<file path="src/pkg/cwd_pkg.sv">
package cwd_pkg;

  // ==========================================================
  // register map (word addresses as printed)
  localparam logic [15:0] OSC_WORD_ADDR   = 16'h8007;
  localparam logic [15:0] SUP_WORD_ADDR   = 16'h8008;
  localparam logic [15:0] WDT_WORD_ADDR   = 16'h8009;
  localparam logic [15:0] LOWV_WORD_ADDR  = 16'h8020;
  localparam logic [15:0] STATUS_ADDR     = 16'h8021;
  localparam logic [15:0] SW_CTRL_ADDR    = 16'h8022;

  // erased state of every word
  localparam logic [13:0] WORD_RESET      = 14'h3fff;

  // ==========================================================
  // field positions
  localparam int EXT_OSC_LSB     = 0;
  localparam int DEBUG_BIT       = 13;
  localparam int STACK_BIT       = 12;
  localparam int ONE_WAY_BIT     = 11;
  localparam int ZCROSS_DIS_BIT  = 10;
  localparam int BOR_LEVEL_BIT   = 9;
  localparam int BOR_MODE_LSB    = 6;
  localparam int LOWPWR_BOR_BIT  = 5;
  localparam int PUT_LSB         = 1;
  localparam int RST_PIN_BIT     = 0;
  localparam int WDT_CLK_LSB     = 11;
  localparam int WDT_WIN_LSB     = 8;

  // software control bits
  localparam int SW_ZCROSS_BIT   = 0;
  localparam int SW_BOR_BIT      = 1;
  localparam int SW_LOCK_BIT     = 2;
  localparam int SW_SLEEP_BIT    = 3;

  // ==========================================================
  // load sequence
  localparam logic [1:0] LOAD_WORDS = 2'h3;

  // power-up timer figures (ms) and counts at 25 MHz
  localparam int CLK_HZ          = 25_000_000;
  localparam int PUT_64_MS       = 64;
  localparam int PUT_16_MS       = 16;
  localparam int PUT_1_MS        = 1;
  localparam int PUT_64_CYC      = PUT_64_MS * (CLK_HZ / 1000);
  localparam int PUT_16_CYC      = PUT_16_MS * (CLK_HZ / 1000);
  localparam int PUT_1_CYC       = PUT_1_MS * (CLK_HZ / 1000);

  // ==========================================================
  typedef enum logic [2:0] {
    CWD_OSC_LOWPWR, CWD_OSC_MIDXTAL, CWD_OSC_FASTXTAL, CWD_OSC_RSVD,
    CWD_OSC_OFF, CWD_OSC_SLOW, CWD_OSC_MED, CWD_OSC_FAST
  } cwd_osc_mode_t;

  typedef enum logic [2:0] {
    CWD_WCLK_LFOSC, CWD_WCLK_DIVOSC, CWD_WCLK_SECOSC, CWD_WCLK_RSVD, CWD_WCLK_SW
  } cwd_wdt_clk_t;

  typedef enum logic [1:0] {
    CWD_PUT_1MS, CWD_PUT_16MS, CWD_PUT_64MS, CWD_PUT_OFF
  } cwd_put_t;

  typedef struct packed {
    cwd_osc_mode_t osc_mode;
    logic          fast_ext_clock;
    logic          medium_ext_clock;
    logic          slow_ext_clock;
    logic          high_speed_crystal;
    logic          mid_crystal;
    logic          low_power_crystal;
  } cwd_osc_ctl_t;

  typedef struct packed {
    logic         debug_en;
    logic         stack_fault_reset_en;
    logic         zero_cross_on;
    logic         brownout_active;
    logic         brownout_low_level;
    logic         low_power_brownout_en;
    logic         reset_pin_is_reset;
    logic         powerup_timer_en;
  } cwd_sup_ctl_t;

  typedef struct packed {
    cwd_wdt_clk_t clk_src;
    logic [2:0]   window_open_8ths;
    logic         window_sw_ctrl;
    logic         window_keyed;
  } cwd_wdt_ctl_t;

endpackage : cwd_pkg

</file>
<file path="src/cwd_powerup_timer.sv">
`timescale 1ns/1ps
// ==========================================================
// power-up delay counter
module cwd_put_timer #(
  parameter int unsigned DLY_64 = cwd_pkg::PUT_64_CYC,
  parameter int unsigned DLY_16 = cwd_pkg::PUT_16_CYC,
  parameter int unsigned DLY_1  = cwd_pkg::PUT_1_CYC
) (
  input  wire logic              ref_clk,
  input  wire logic              nrst,
  input  wire logic              start,
  input  wire cwd_pkg::cwd_put_t sel,
  output logic                   done_ff
);
  logic [31:0] cnt_ff;
  logic        run_ff;
  logic [31:0] limit;

  always_comb begin
    case (sel)
      cwd_pkg::CWD_PUT_64MS: limit = DLY_64;
      cwd_pkg::CWD_PUT_16MS: limit = DLY_16;
      cwd_pkg::CWD_PUT_1MS:  limit = DLY_1;
      default:                limit = 32'h0;
    endcase
  end

  always_ff @(posedge ref_clk or negedge nrst) begin
    if (!nrst) begin
      cnt_ff  <= 32'h0;
      run_ff  <= 1'b0;
      done_ff <= 1'b0;
    end else if (start) begin
      cnt_ff  <= 32'h0;
      run_ff  <= (sel != cwd_pkg::CWD_PUT_OFF);
      done_ff <= (sel == cwd_pkg::CWD_PUT_OFF);
    end else if (run_ff) begin
      if (cnt_ff + 32'h1 >= limit) begin
        run_ff  <= 1'b0;
        done_ff <= 1'b1;
      end
      cnt_ff <= cnt_ff + 32'h1;
    end
  end
endmodule : cwd_put_timer

</file>
<file path="src/cwd_decoder.sv">
// Design decision made here: strobed register access.
`timescale 1ns/1ps
// Notes on behaviour
// - oscillator mode field decodes into three external clock and three crystal modes
// - supervisor bit 13 high disables background debugger, low enables it
// - bit 12 high lets stack faults reset the device
// - bit 11 high allows one clear/set of the pin-select lock only
// - bit 10 high: zero-cross off unless software enables it
// - bit 9 high picks lower brown-out trip level
// - brown-out mode: always, run-only, software, or disabled
// - any enabled brown-out uses the level from bit 9
// - bit 5 is active-low low-power brown-out enable
// - reset pin is reset when bit 0 high or low-voltage programming on
// - pin acting as reset, driven low, resets the device
// - watchdog clock select decodes software, reserved, secondary, divided, low-freq
// - window field gives opening percentage, software control and keyed access
// - low-voltage programming forces reset pin function, ignoring pin enable
module cwd_decoder (
  input  wire logic                  ref_clk,
  input  wire logic                  nrst,
  input  wire logic [15:0]           addr,
  input  wire logic [13:0]           wdata,
  input  wire logic                  wr_stb,
  input  wire logic                  rd_stb,
  output logic [13:0]                rdata_ff,
  input  wire logic [13:0]           nvm_data,
  output logic [15:0]                nvm_addr_ff,
  input  wire logic                  stack_fault,
  input  wire logic                  ext_reset_pin_n,
  input  wire logic                  in_sleep,
  output cwd_pkg::cwd_osc_ctl_t      osc_ctl_ff,
  output cwd_pkg::cwd_sup_ctl_t      sup_ctl_ff,
  output cwd_pkg::cwd_wdt_ctl_t      wdt_ctl_ff,
  output logic                       pin_select_locked_ff,
  output logic                       device_reset_ff,
  output logic                       config_ready_ff
);

  // ==========================================================
  // power-on load
  typedef enum logic [1:0] {CWD_LD_IDLE, CWD_LD_READ, CWD_LD_DONE} cwd_ld_state_t;

  cwd_ld_state_t state_ff;
  logic [1:0]    idx_ff;
  logic [13:0]   osc_word_ff;
  logic [13:0]   sup_word_ff;
  logic [13:0]   wdt_word_ff;
  logic [13:0]   lowv_word_ff;
  logic          put_start_ff;
  logic          put_done;
  logic [3:0]    sw_ctrl_ff;
  logic          lock_cycles_ff;
  logic          lock_freeze;
  logic          ext_reset_active;
  logic          low_voltage_prog_en;

  assign low_voltage_prog_en = lowv_word_ff[0];

  // nvm data arrives one cycle after its address
  always_ff @(posedge ref_clk or negedge nrst) begin
    if (!nrst) begin
      state_ff      <= CWD_LD_IDLE;
      idx_ff        <= 2'h0;
      nvm_addr_ff   <= cwd_pkg::OSC_WORD_ADDR;
      put_start_ff  <= 1'b0;
    end else begin
      put_start_ff  <= 1'b0;
      case (state_ff)
        CWD_LD_IDLE: begin
          state_ff    <= CWD_LD_READ;
          nvm_addr_ff <= nvm_addr_ff + 16'h1;
        end
        CWD_LD_READ: begin
          idx_ff <= idx_ff + 2'h1;
          if (idx_ff == cwd_pkg::LOAD_WORDS) begin
            state_ff      <= CWD_LD_DONE;
            put_start_ff  <= 1'b1;
          end else begin
            nvm_addr_ff <= (idx_ff == 2'h1) ? cwd_pkg::LOWV_WORD_ADDR : nvm_addr_ff + 16'h1;
          end
        end
        CWD_LD_DONE: state_ff <= CWD_LD_DONE;
        default:     state_ff <= CWD_LD_IDLE;
      endcase
    end
  end

  // words written only during load; no later write path
  always_ff @(posedge ref_clk or negedge nrst) begin
    if (!nrst) begin
      osc_word_ff <= cwd_pkg::WORD_RESET;
      sup_word_ff <= cwd_pkg::WORD_RESET;
      wdt_word_ff <= cwd_pkg::WORD_RESET;
      lowv_word_ff <= cwd_pkg::WORD_RESET;
    end else if (state_ff == CWD_LD_READ) begin
      case (idx_ff)
        2'h0:    osc_word_ff <= nvm_data;
        2'h1:    sup_word_ff <= nvm_data;
        2'h2:    wdt_word_ff <= nvm_data;
        default: lowv_word_ff <= {13'h0, nvm_data[13]};
      endcase
    end
  end

  // ==========================================================
  // power-up timer
  cwd_put_timer u_put (
    .ref_clk (ref_clk),
    .nrst    (nrst),
    .start   (put_start_ff),
    .sel     (cwd_pkg::cwd_put_t'(sup_word_ff[cwd_pkg::PUT_LSB +: 2])),
    .done_ff (put_done)
  );

  always_ff @(posedge ref_clk or negedge nrst) begin
    if (!nrst) config_ready_ff <= 1'b0;
    else       config_ready_ff <= put_done && (state_ff == CWD_LD_DONE);
  end

  // ==========================================================
  // oscillator decode
  always_ff @(posedge ref_clk or negedge nrst) begin
    if (!nrst) begin
      osc_ctl_ff <= '0;
    end else begin
      osc_ctl_ff.osc_mode <= cwd_pkg::cwd_osc_mode_t'(osc_word_ff[2:0]);
      osc_ctl_ff.fast_ext_clock     <= osc_word_ff[2:0] == 3'h7;
      osc_ctl_ff.medium_ext_clock   <= osc_word_ff[2:0] == 3'h6;
      osc_ctl_ff.slow_ext_clock     <= osc_word_ff[2:0] == 3'h5;
      osc_ctl_ff.high_speed_crystal <= osc_word_ff[2:0] == 3'h2;
      osc_ctl_ff.mid_crystal        <= osc_word_ff[2:0] == 3'h1;
      osc_ctl_ff.low_power_crystal  <= osc_word_ff[2:0] == 3'h0;
    end
  end

  // ==========================================================
  // supervisor decode
  logic [1:0] bor_mode;
  logic       bor_on;
  assign bor_mode = sup_word_ff[cwd_pkg::BOR_MODE_LSB +: 2];

  always_comb begin
    case (bor_mode)
      2'h3:    bor_on = 1'b1;
      2'h2:    bor_on = !in_sleep;
      2'h1:    bor_on = sw_ctrl_ff[cwd_pkg::SW_BOR_BIT];
      default: bor_on = 1'b0;
    endcase
  end

  always_ff @(posedge ref_clk or negedge nrst) begin
    if (!nrst) begin
      sup_ctl_ff <= '0;
    end else begin
      sup_ctl_ff.debug_en             <= !sup_word_ff[cwd_pkg::DEBUG_BIT];
      sup_ctl_ff.stack_fault_reset_en <= sup_word_ff[cwd_pkg::STACK_BIT];
      // software enable only matters when the fuse disables it
      sup_ctl_ff.zero_cross_on <= !sup_word_ff[cwd_pkg::ZCROSS_DIS_BIT]
                                  || sw_ctrl_ff[cwd_pkg::SW_ZCROSS_BIT];
      sup_ctl_ff.brownout_active    <= bor_on;
      sup_ctl_ff.brownout_low_level <= sup_word_ff[cwd_pkg::BOR_LEVEL_BIT];
      sup_ctl_ff.low_power_brownout_en <= !sup_word_ff[cwd_pkg::LOWPWR_BOR_BIT];
      sup_ctl_ff.reset_pin_is_reset <= low_voltage_prog_en
                                       || sup_word_ff[cwd_pkg::RST_PIN_BIT];
      sup_ctl_ff.powerup_timer_en   <= sup_word_ff[cwd_pkg::PUT_LSB +: 2] != 2'h3;
    end
  end

  // ==========================================================
  // pin-select lock
  // one-way: after the first set of the lock, the lock bit is frozen; other control bits still take writes
  assign lock_freeze = sup_word_ff[cwd_pkg::ONE_WAY_BIT] && lock_cycles_ff;

  always_ff @(posedge ref_clk or negedge nrst) begin
    if (!nrst) begin
      pin_select_locked_ff <= 1'b0;
      lock_cycles_ff       <= 1'b0;
    end else if (wr_stb && addr == cwd_pkg::SW_CTRL_ADDR && !lock_freeze) begin
      pin_select_locked_ff <= wdata[cwd_pkg::SW_LOCK_BIT];
      if (wdata[cwd_pkg::SW_LOCK_BIT] && !pin_select_locked_ff)
        lock_cycles_ff <= 1'b1;
    end
  end

  always_ff @(posedge ref_clk or negedge nrst) begin
    if (!nrst)
      sw_ctrl_ff <= 4'h0;
    else if (wr_stb && addr == cwd_pkg::SW_CTRL_ADDR)
      sw_ctrl_ff <= wdata[3:0];
  end

  // ==========================================================
  // reset requests
  assign ext_reset_active = sup_ctl_ff.reset_pin_is_reset && !ext_reset_pin_n;

  always_ff @(posedge ref_clk or negedge nrst) begin
    if (!nrst)
      device_reset_ff <= 1'b0;
    else
      device_reset_ff <= ext_reset_active
                         || (stack_fault && sup_ctl_ff.stack_fault_reset_en);
  end

  // ==========================================================
  // watchdog decode
  logic [2:0] wclk;
  logic [2:0] wwin;
  assign wclk = wdt_word_ff[cwd_pkg::WDT_CLK_LSB +: 3];
  assign wwin = wdt_word_ff[cwd_pkg::WDT_WIN_LSB +: 3];

  always_ff @(posedge ref_clk or negedge nrst) begin
    if (!nrst) begin
      wdt_ctl_ff <= '0;
    end else begin
      case (wclk)
        3'h7:    wdt_ctl_ff.clk_src <= cwd_pkg::CWD_WCLK_SW;
        3'h2:    wdt_ctl_ff.clk_src <= cwd_pkg::CWD_WCLK_SECOSC;
        3'h1:    wdt_ctl_ff.clk_src <= cwd_pkg::CWD_WCLK_DIVOSC;
        3'h0:    wdt_ctl_ff.clk_src <= cwd_pkg::CWD_WCLK_LFOSC;
        default: wdt_ctl_ff.clk_src <= cwd_pkg::CWD_WCLK_RSVD;
      endcase
      // opening in eighths minus one: 7 means 100 percent
      wdt_ctl_ff.window_open_8ths <= (wwin == 3'h6) ? 3'h7 : wwin;
      wdt_ctl_ff.window_sw_ctrl   <= wwin == 3'h7;
      wdt_ctl_ff.window_keyed     <= wwin <= 3'h3;
    end
  end

  // ==========================================================
  // register reads, one cycle later
  always_ff @(posedge ref_clk or negedge nrst) begin
    if (!nrst) begin
      rdata_ff <= 14'h0;
    end else if (rd_stb) begin
      case (addr)
        cwd_pkg::OSC_WORD_ADDR: rdata_ff <= osc_word_ff;
        cwd_pkg::SUP_WORD_ADDR: rdata_ff <= sup_word_ff;
        cwd_pkg::WDT_WORD_ADDR: rdata_ff <= wdt_word_ff;
        cwd_pkg::LOWV_WORD_ADDR: rdata_ff <= lowv_word_ff;
        cwd_pkg::STATUS_ADDR:   rdata_ff <= {11'h0, config_ready_ff,
                                             pin_select_locked_ff, lock_cycles_ff};
        cwd_pkg::SW_CTRL_ADDR:  rdata_ff <= {10'h0, sw_ctrl_ff};
        default:                rdata_ff <= 14'h0;
      endcase
    end else begin
      rdata_ff <= 14'h0;
    end
  end

  // ==========================================================
  // checks
  a_debug_polarity: assert property (@(posedge ref_clk) disable iff (!nrst)
    $past(nrst) |-> sup_ctl_ff.debug_en == !$past(sup_word_ff[13]))
    else $error("debugger enable does not follow inverted bit 13");

  a_stack_reset: assert property (@(posedge ref_clk) disable iff (!nrst)
    stack_fault && sup_ctl_ff.stack_fault_reset_en |=> device_reset_ff)
    else $error("stack fault did not reset");

  a_lock_frozen: assert property (@(posedge ref_clk) disable iff (!nrst)
    lock_freeze |=> $stable(pin_select_locked_ff))
    else $error("one-way lock changed after its cycle");

  a_zero_cross_on: assert property (@(posedge ref_clk) disable iff (!nrst)
    !sup_word_ff[10] && $past(!sup_word_ff[10]) && $past(nrst)
      |-> sup_ctl_ff.zero_cross_on)
    else $error("zero-cross off while fuse forces it on");

  a_bor_always: assert property (@(posedge ref_clk) disable iff (!nrst)
    bor_mode == 2'h3 |=> sup_ctl_ff.brownout_active)
    else $error("brown-out not active in always mode");

  a_bor_off: assert property (@(posedge ref_clk) disable iff (!nrst)
    bor_mode == 2'h0 |=> !sup_ctl_ff.brownout_active)
    else $error("brown-out active while disabled");

  a_lowv_reset_pin: assert property (@(posedge ref_clk) disable iff (!nrst)
    low_voltage_prog_en |=> sup_ctl_ff.reset_pin_is_reset)
    else $error("reset pin not reset while low-voltage programming on");

  a_ext_reset: assert property (@(posedge ref_clk) disable iff (!nrst)
    ext_reset_active |=> device_reset_ff)
    else $error("external reset pin ignored");

  a_words_static: assert property (@(posedge ref_clk) disable iff (!nrst)
    state_ff == CWD_LD_DONE |=> $stable(sup_word_ff) && $stable(wdt_word_ff))
    else $error("configuration word changed after load");

  a_window_keyed: assert property (@(posedge ref_clk) disable iff (!nrst)
    wwin == 3'h2 |=> wdt_ctl_ff.window_keyed && !wdt_ctl_ff.window_sw_ctrl)
    else $error("window keyed access decode wrong");

  a_osc_fast: assert property (@(posedge ref_clk) disable iff (!nrst)
    osc_word_ff[2:0] == 3'h7 |=> osc_ctl_ff.fast_ext_clock)
    else $error("fast external clock not decoded");

endmodule : cwd_decoder

</file>
<file path="config.mk">
export PLATFORM = sky130hd
export DESIGN_NAME = cwd_decoder
export DESIGN_NICKNAME = d
export VERILOG_FILES = /design/src/pkg/cwd_pkg.sv /design/src/cwd_powerup_timer.sv /design/src/cwd_decoder.sv
export SDC_FILE = /design/constraint.sdc
export NUM_CORES = 1
export LEC_CHECK = 0
export BUFFER_PORTS_ARGS = -buffer_cell sky130_fd_sc_hd__buf_4
export CAP_MARGIN = 20
export CORE_ASPECT_RATIO = 0.6
export CORE_MARGIN = 5
export CORE_UTILIZATION = 39
export DETAILED_ROUTE_END_ITERATION = 8
export SYNTH_ARGS = -nofsm -noshare
export SYNTH_HDL_FRONTEND = slang
export SYNTH_HIERARCHICAL = 1
export SYNTH_SLANG_ARGS = --single-unit
</file>
<file path="constraint.sdc">
create_clock -name ref_clk -period 4.6 [get_ports ref_clk]
set_input_delay 0.69 -clock ref_clk [delete_from_list [all_inputs] [get_ports ref_clk]]
set_output_delay 0.69 -clock ref_clk [all_outputs]
set_load 0.01 [all_outputs]
</file>
==> summary.md <==
| Metric | Value |
|---|---|
| Post-CTS Repair Setup Buffers | `0` |
| Cell variety after synth | `80` |
| Tcrit/Tclk final | `a little over four fifths` |
| # IOs | `109` |
| Most common cell after layout, fill and taps aside | `buf_4` |
| Min-Delay Path Class | `primary input to asynchronous set/reset pin` |
| CTS clock-pin slew for the worst setup and hold paths | `roughly 70 ps` |
| Setup ws final | `757 ps` |
| DRT Wirelength | `between 15000 and 20000 um` |
| Crit path from | `u_put/cnt_ff[7]` |
| Main combinational cell family by area after synthesis | `simple AND/OR/NAND/NOR gates` |
| Width of the chip | `191 um` |
| Worst skew pair latency | `roughly 420 ps` |
| Critical Path End | `u_put/done_ff` |
| Initial Utilization | `approximately 40%` |
| Clk buf depth | `2` |
| Initial antenna violation count | `0` |
| Min cycle time layout | `3840 ps` |
| Detailed Place HPWL | `14100 um` |
| Reg2Reg Launch Point | `u_put/cnt_ff[7]` |
| LEAKAGE | `roughly 4.0 nW` |
| Synthesized area per cell | `approximately 11 um2` |
| Register area share after synthesis | `48.3%` |
| Number of diodes | `0` |
| Crit-path slowest cell | `nor4_4` |
| Max Slew Vio Count | `0` |
| Xor/xnor share of the synthesized area | `around 4.6%` |
| Vias in the first global route | `between 5000 and 6000` |
| Mapped Cells | `around 700` |
| Mapped Nets | `777` |
| Crit. End Element | `flop` |
| Worst R2R Path Depth | `12` |
| H-tree depth | `4` |
| Gr usage total | `17.5%` |
| CP cell instances | `nand4_2, nor4_4, nand3_1, xnor2_1, ha_1, a21o_1, a211oi_1, o21ai_0, o31a_2, a211oi_2, nand4_1, o221a_1` |
| RR Endpoint | `u_put/done_ff` |
| Simple-gate share of the synthesized area | `between 15 and 20%` |
| Row count | `39` |
| Post-synthesis mux area share | `~8.6%` |
| TritonCTS clock tree | `yes` |
| Layout cells sized above 1 | `between 30% and 40%` |
| Crit Path Class | `flop to flop` |
| Top FF cell, synth | `dfrtp_1` |
| Avg Vias per Cell | `about 5.6` |
| Grt total ovfl | `0` |
| Post-route DRC violation count | `0` |
| Outcome | `completed` |
| Startpoint types | `flop` |
| Worst vdd ir | `between 0.2 and 0.3 mV` |
| Fin Setup TNS | `0 ps` |
| Total CTS buffers | `17` |
| Setup WS pre-CTS | `between 800 and 900 ps` |
| # setup viols final | `0` |
| Synth warn | `6` |
| Iter 0 DRT Violations | `between 500 and 600` |
| Largest stage delay, worst path | `700 ps` |
| Post-CTS sizing | `0` |
| Commonest cells after routing, fill and taps aside | `103 x buf_4, 98 x dfrtp_1, 50 x mux2_2` |
| Clock Skew | `approximately 12 ps` |
| DIE AREA | `22700 um2` |
| P&R area growth vs syn | `18.7%` |
| Final Hold Viols | `0` |
| Layout Nets | `between 800 and 900` |
| Max-cap violation count | `0` |
| Total clock sinks | `146` |
| Slew @ Worst Pin | `a little under 900 ps` |
| Slew Limit Headroom | `between 40% and 50%` |
| Die height | `119 um` |
| Ys async rst share | `100%` |
| Port Buffers | `98` |
| Drt wl/cell | `18.6 um` |
| Number of flops mapped to enable cells by yosys | `0` |
| Largest net degree at the start of global routing | `just over 90` |
| Core Box Area | `19200 um2` |
| Post-synthesis compound-gate area fraction | `around an eighth` |
| Flop-to-flop setup slack | `around 760 ps` |
| Initial DRT Pass Iterations | `5` |
| Crit Path Max Fanout | `13` |
| First-pass GRT wire length | `31800 um` |
| RSZ-0062 raised after global routing | `false` |
| CTS root buffer | `clkbuf_16` |
| Max Clock Freq | `260 MHz` |
| Routed vias | `5924` |
| Final ANT Viol Nets | `0` |
| Adder-cell share of the synthesized area | `around 4.4%` |
| Synth Cell Area | `roughly 7700 um2` |
| Hold Buf Count CTS | `0` |
| Req. time, crit path | `between 4000 and 5000 ps` |
| FF+latch count, synth | `146` |
| GP Congestion | `around 0.9` |
| PwrDens | `338 nW/um2` |
| Critical Path AT | `4150 ps` |
-- state kept, by name, indices dropped and copies added, names as in the netlist --
register,cells
u_put/cnt_ff,32
nvm_addr_ff,16
osc_word_ff,14
rdata_ff,14
sup_word_ff,14
wdt_word_ff,14
osc_ctl_ff,9
sup_ctl_ff,8
wdt_ctl_ff,8
sw_ctrl_ff,4
idx_ff,2
lowv_word_ff,2
state_ff,2
config_ready_ff,1
device_reset_ff,1
lock_cycles_ff,1
pin_select_locked_ff,1
put_start_ff,1
u_put/done_ff,1
u_put/run_ff,1
-- Yosys cell counts, drive strengths merged (17+ instances only) --
library cell / count / area share [%]
a32oi: 17 / 1.9
nand2: 41 / 2.0
buf: 25 / 2.1
mux2: 54 / 8.1
a21oi: 30 / 2.0
dfstp: 48 / 16
dfrtp: 98 / 32
inv: 24 / 1.2
nand4: 22 / 2.1
or3: 18 / 1.5
nand3: 34 / 2.3
ha: 27 / 4.4
xor2: 24 / 2.7
o21ai: 23 / 1.5
and3: 17 / 1.5
nor2: 45 / 2.2
-- logic make-up after synthesis --
group / Yosys count
mux: 58
xor+xnor: 40
compound gates: 125
simple gates: 238
fa+ha+maj: 27
buf+inv: 65
flops: 146
-- cell type report --
type	instances	area, um2
clock buffers	17	425
clock inverters	15	143
fillers	1738	10100
inverters	24	90.1
multi-input cells	488	3630
flip-flops and latches	146	3710
well taps	266	333
repair buffers	104	785
-- layer usage --
| metal | up-vias | wire length [um] | GRT usage [%] |
|---|---|---|---|
| met2 | 202 | 8400 | 24.7 |
| met4 | 0 | 184 | 5.83 |
| met3 | 22 | 1330 | 4.15 |
| li1 | 2739 | - | - |
| met5 | - | 0 | 0 |
| met1 | 2961 | 9770 | 26.2 |
-- stage by stage --
step | power, mW | instance area, um2 | hold slack, ps | std cells | utilization [%]
after floorplan | 1.65 | 7690 | 394 | 699 | -
after global placement | 1.76 | 8550 | 401 | 1028 | 44.6
after detailed placement | 1.78 | 8550 | 403 | 1028 | 44.6
after CTS | 3.12 | 9120 | 373 | 1060 | 47.6
after global routing | 3.23 | 9120 | 425 | 1060 | 47.6
final | 3.08 | 9120 | 352 | 1060 | 47.6
-- power by group --
group	internal [mW]	switching [mW]
combinational	0.138	0.153
sequential	1.36	0.0995
clock	0.717	0.607
total	2.22	0.859
-- critical path: cells and delay by family (launching register included) --
kind	cells	cell delay, ps
AO/OA/AOI/OAI	6	1390
AND/OR/NAND/NOR	4	1250
flip-flops	1	600
adder cells (fa/ha/maj)	1	340
XOR/XNOR	1	170
-- how the worst min path moves through the flow --
stage	startpoint	endpoint	slack (ps)	depth (start not counted)
after floorplan	nrst	config_ready_ff	390	0
after global placement	sup_word_ff[9]	sup_ctl_ff[3]	400	0
after detailed placement	sup_word_ff[9]	sup_ctl_ff[3]	400	0
after CTS	nrst	nvm_addr_ff[5]	370	1
after global routing	sup_word_ff[12]	sup_ctl_ff[6]	420	0
final	nrst	u_put/cnt_ff[2]	350	1
(Power assumes the default switching activity.)
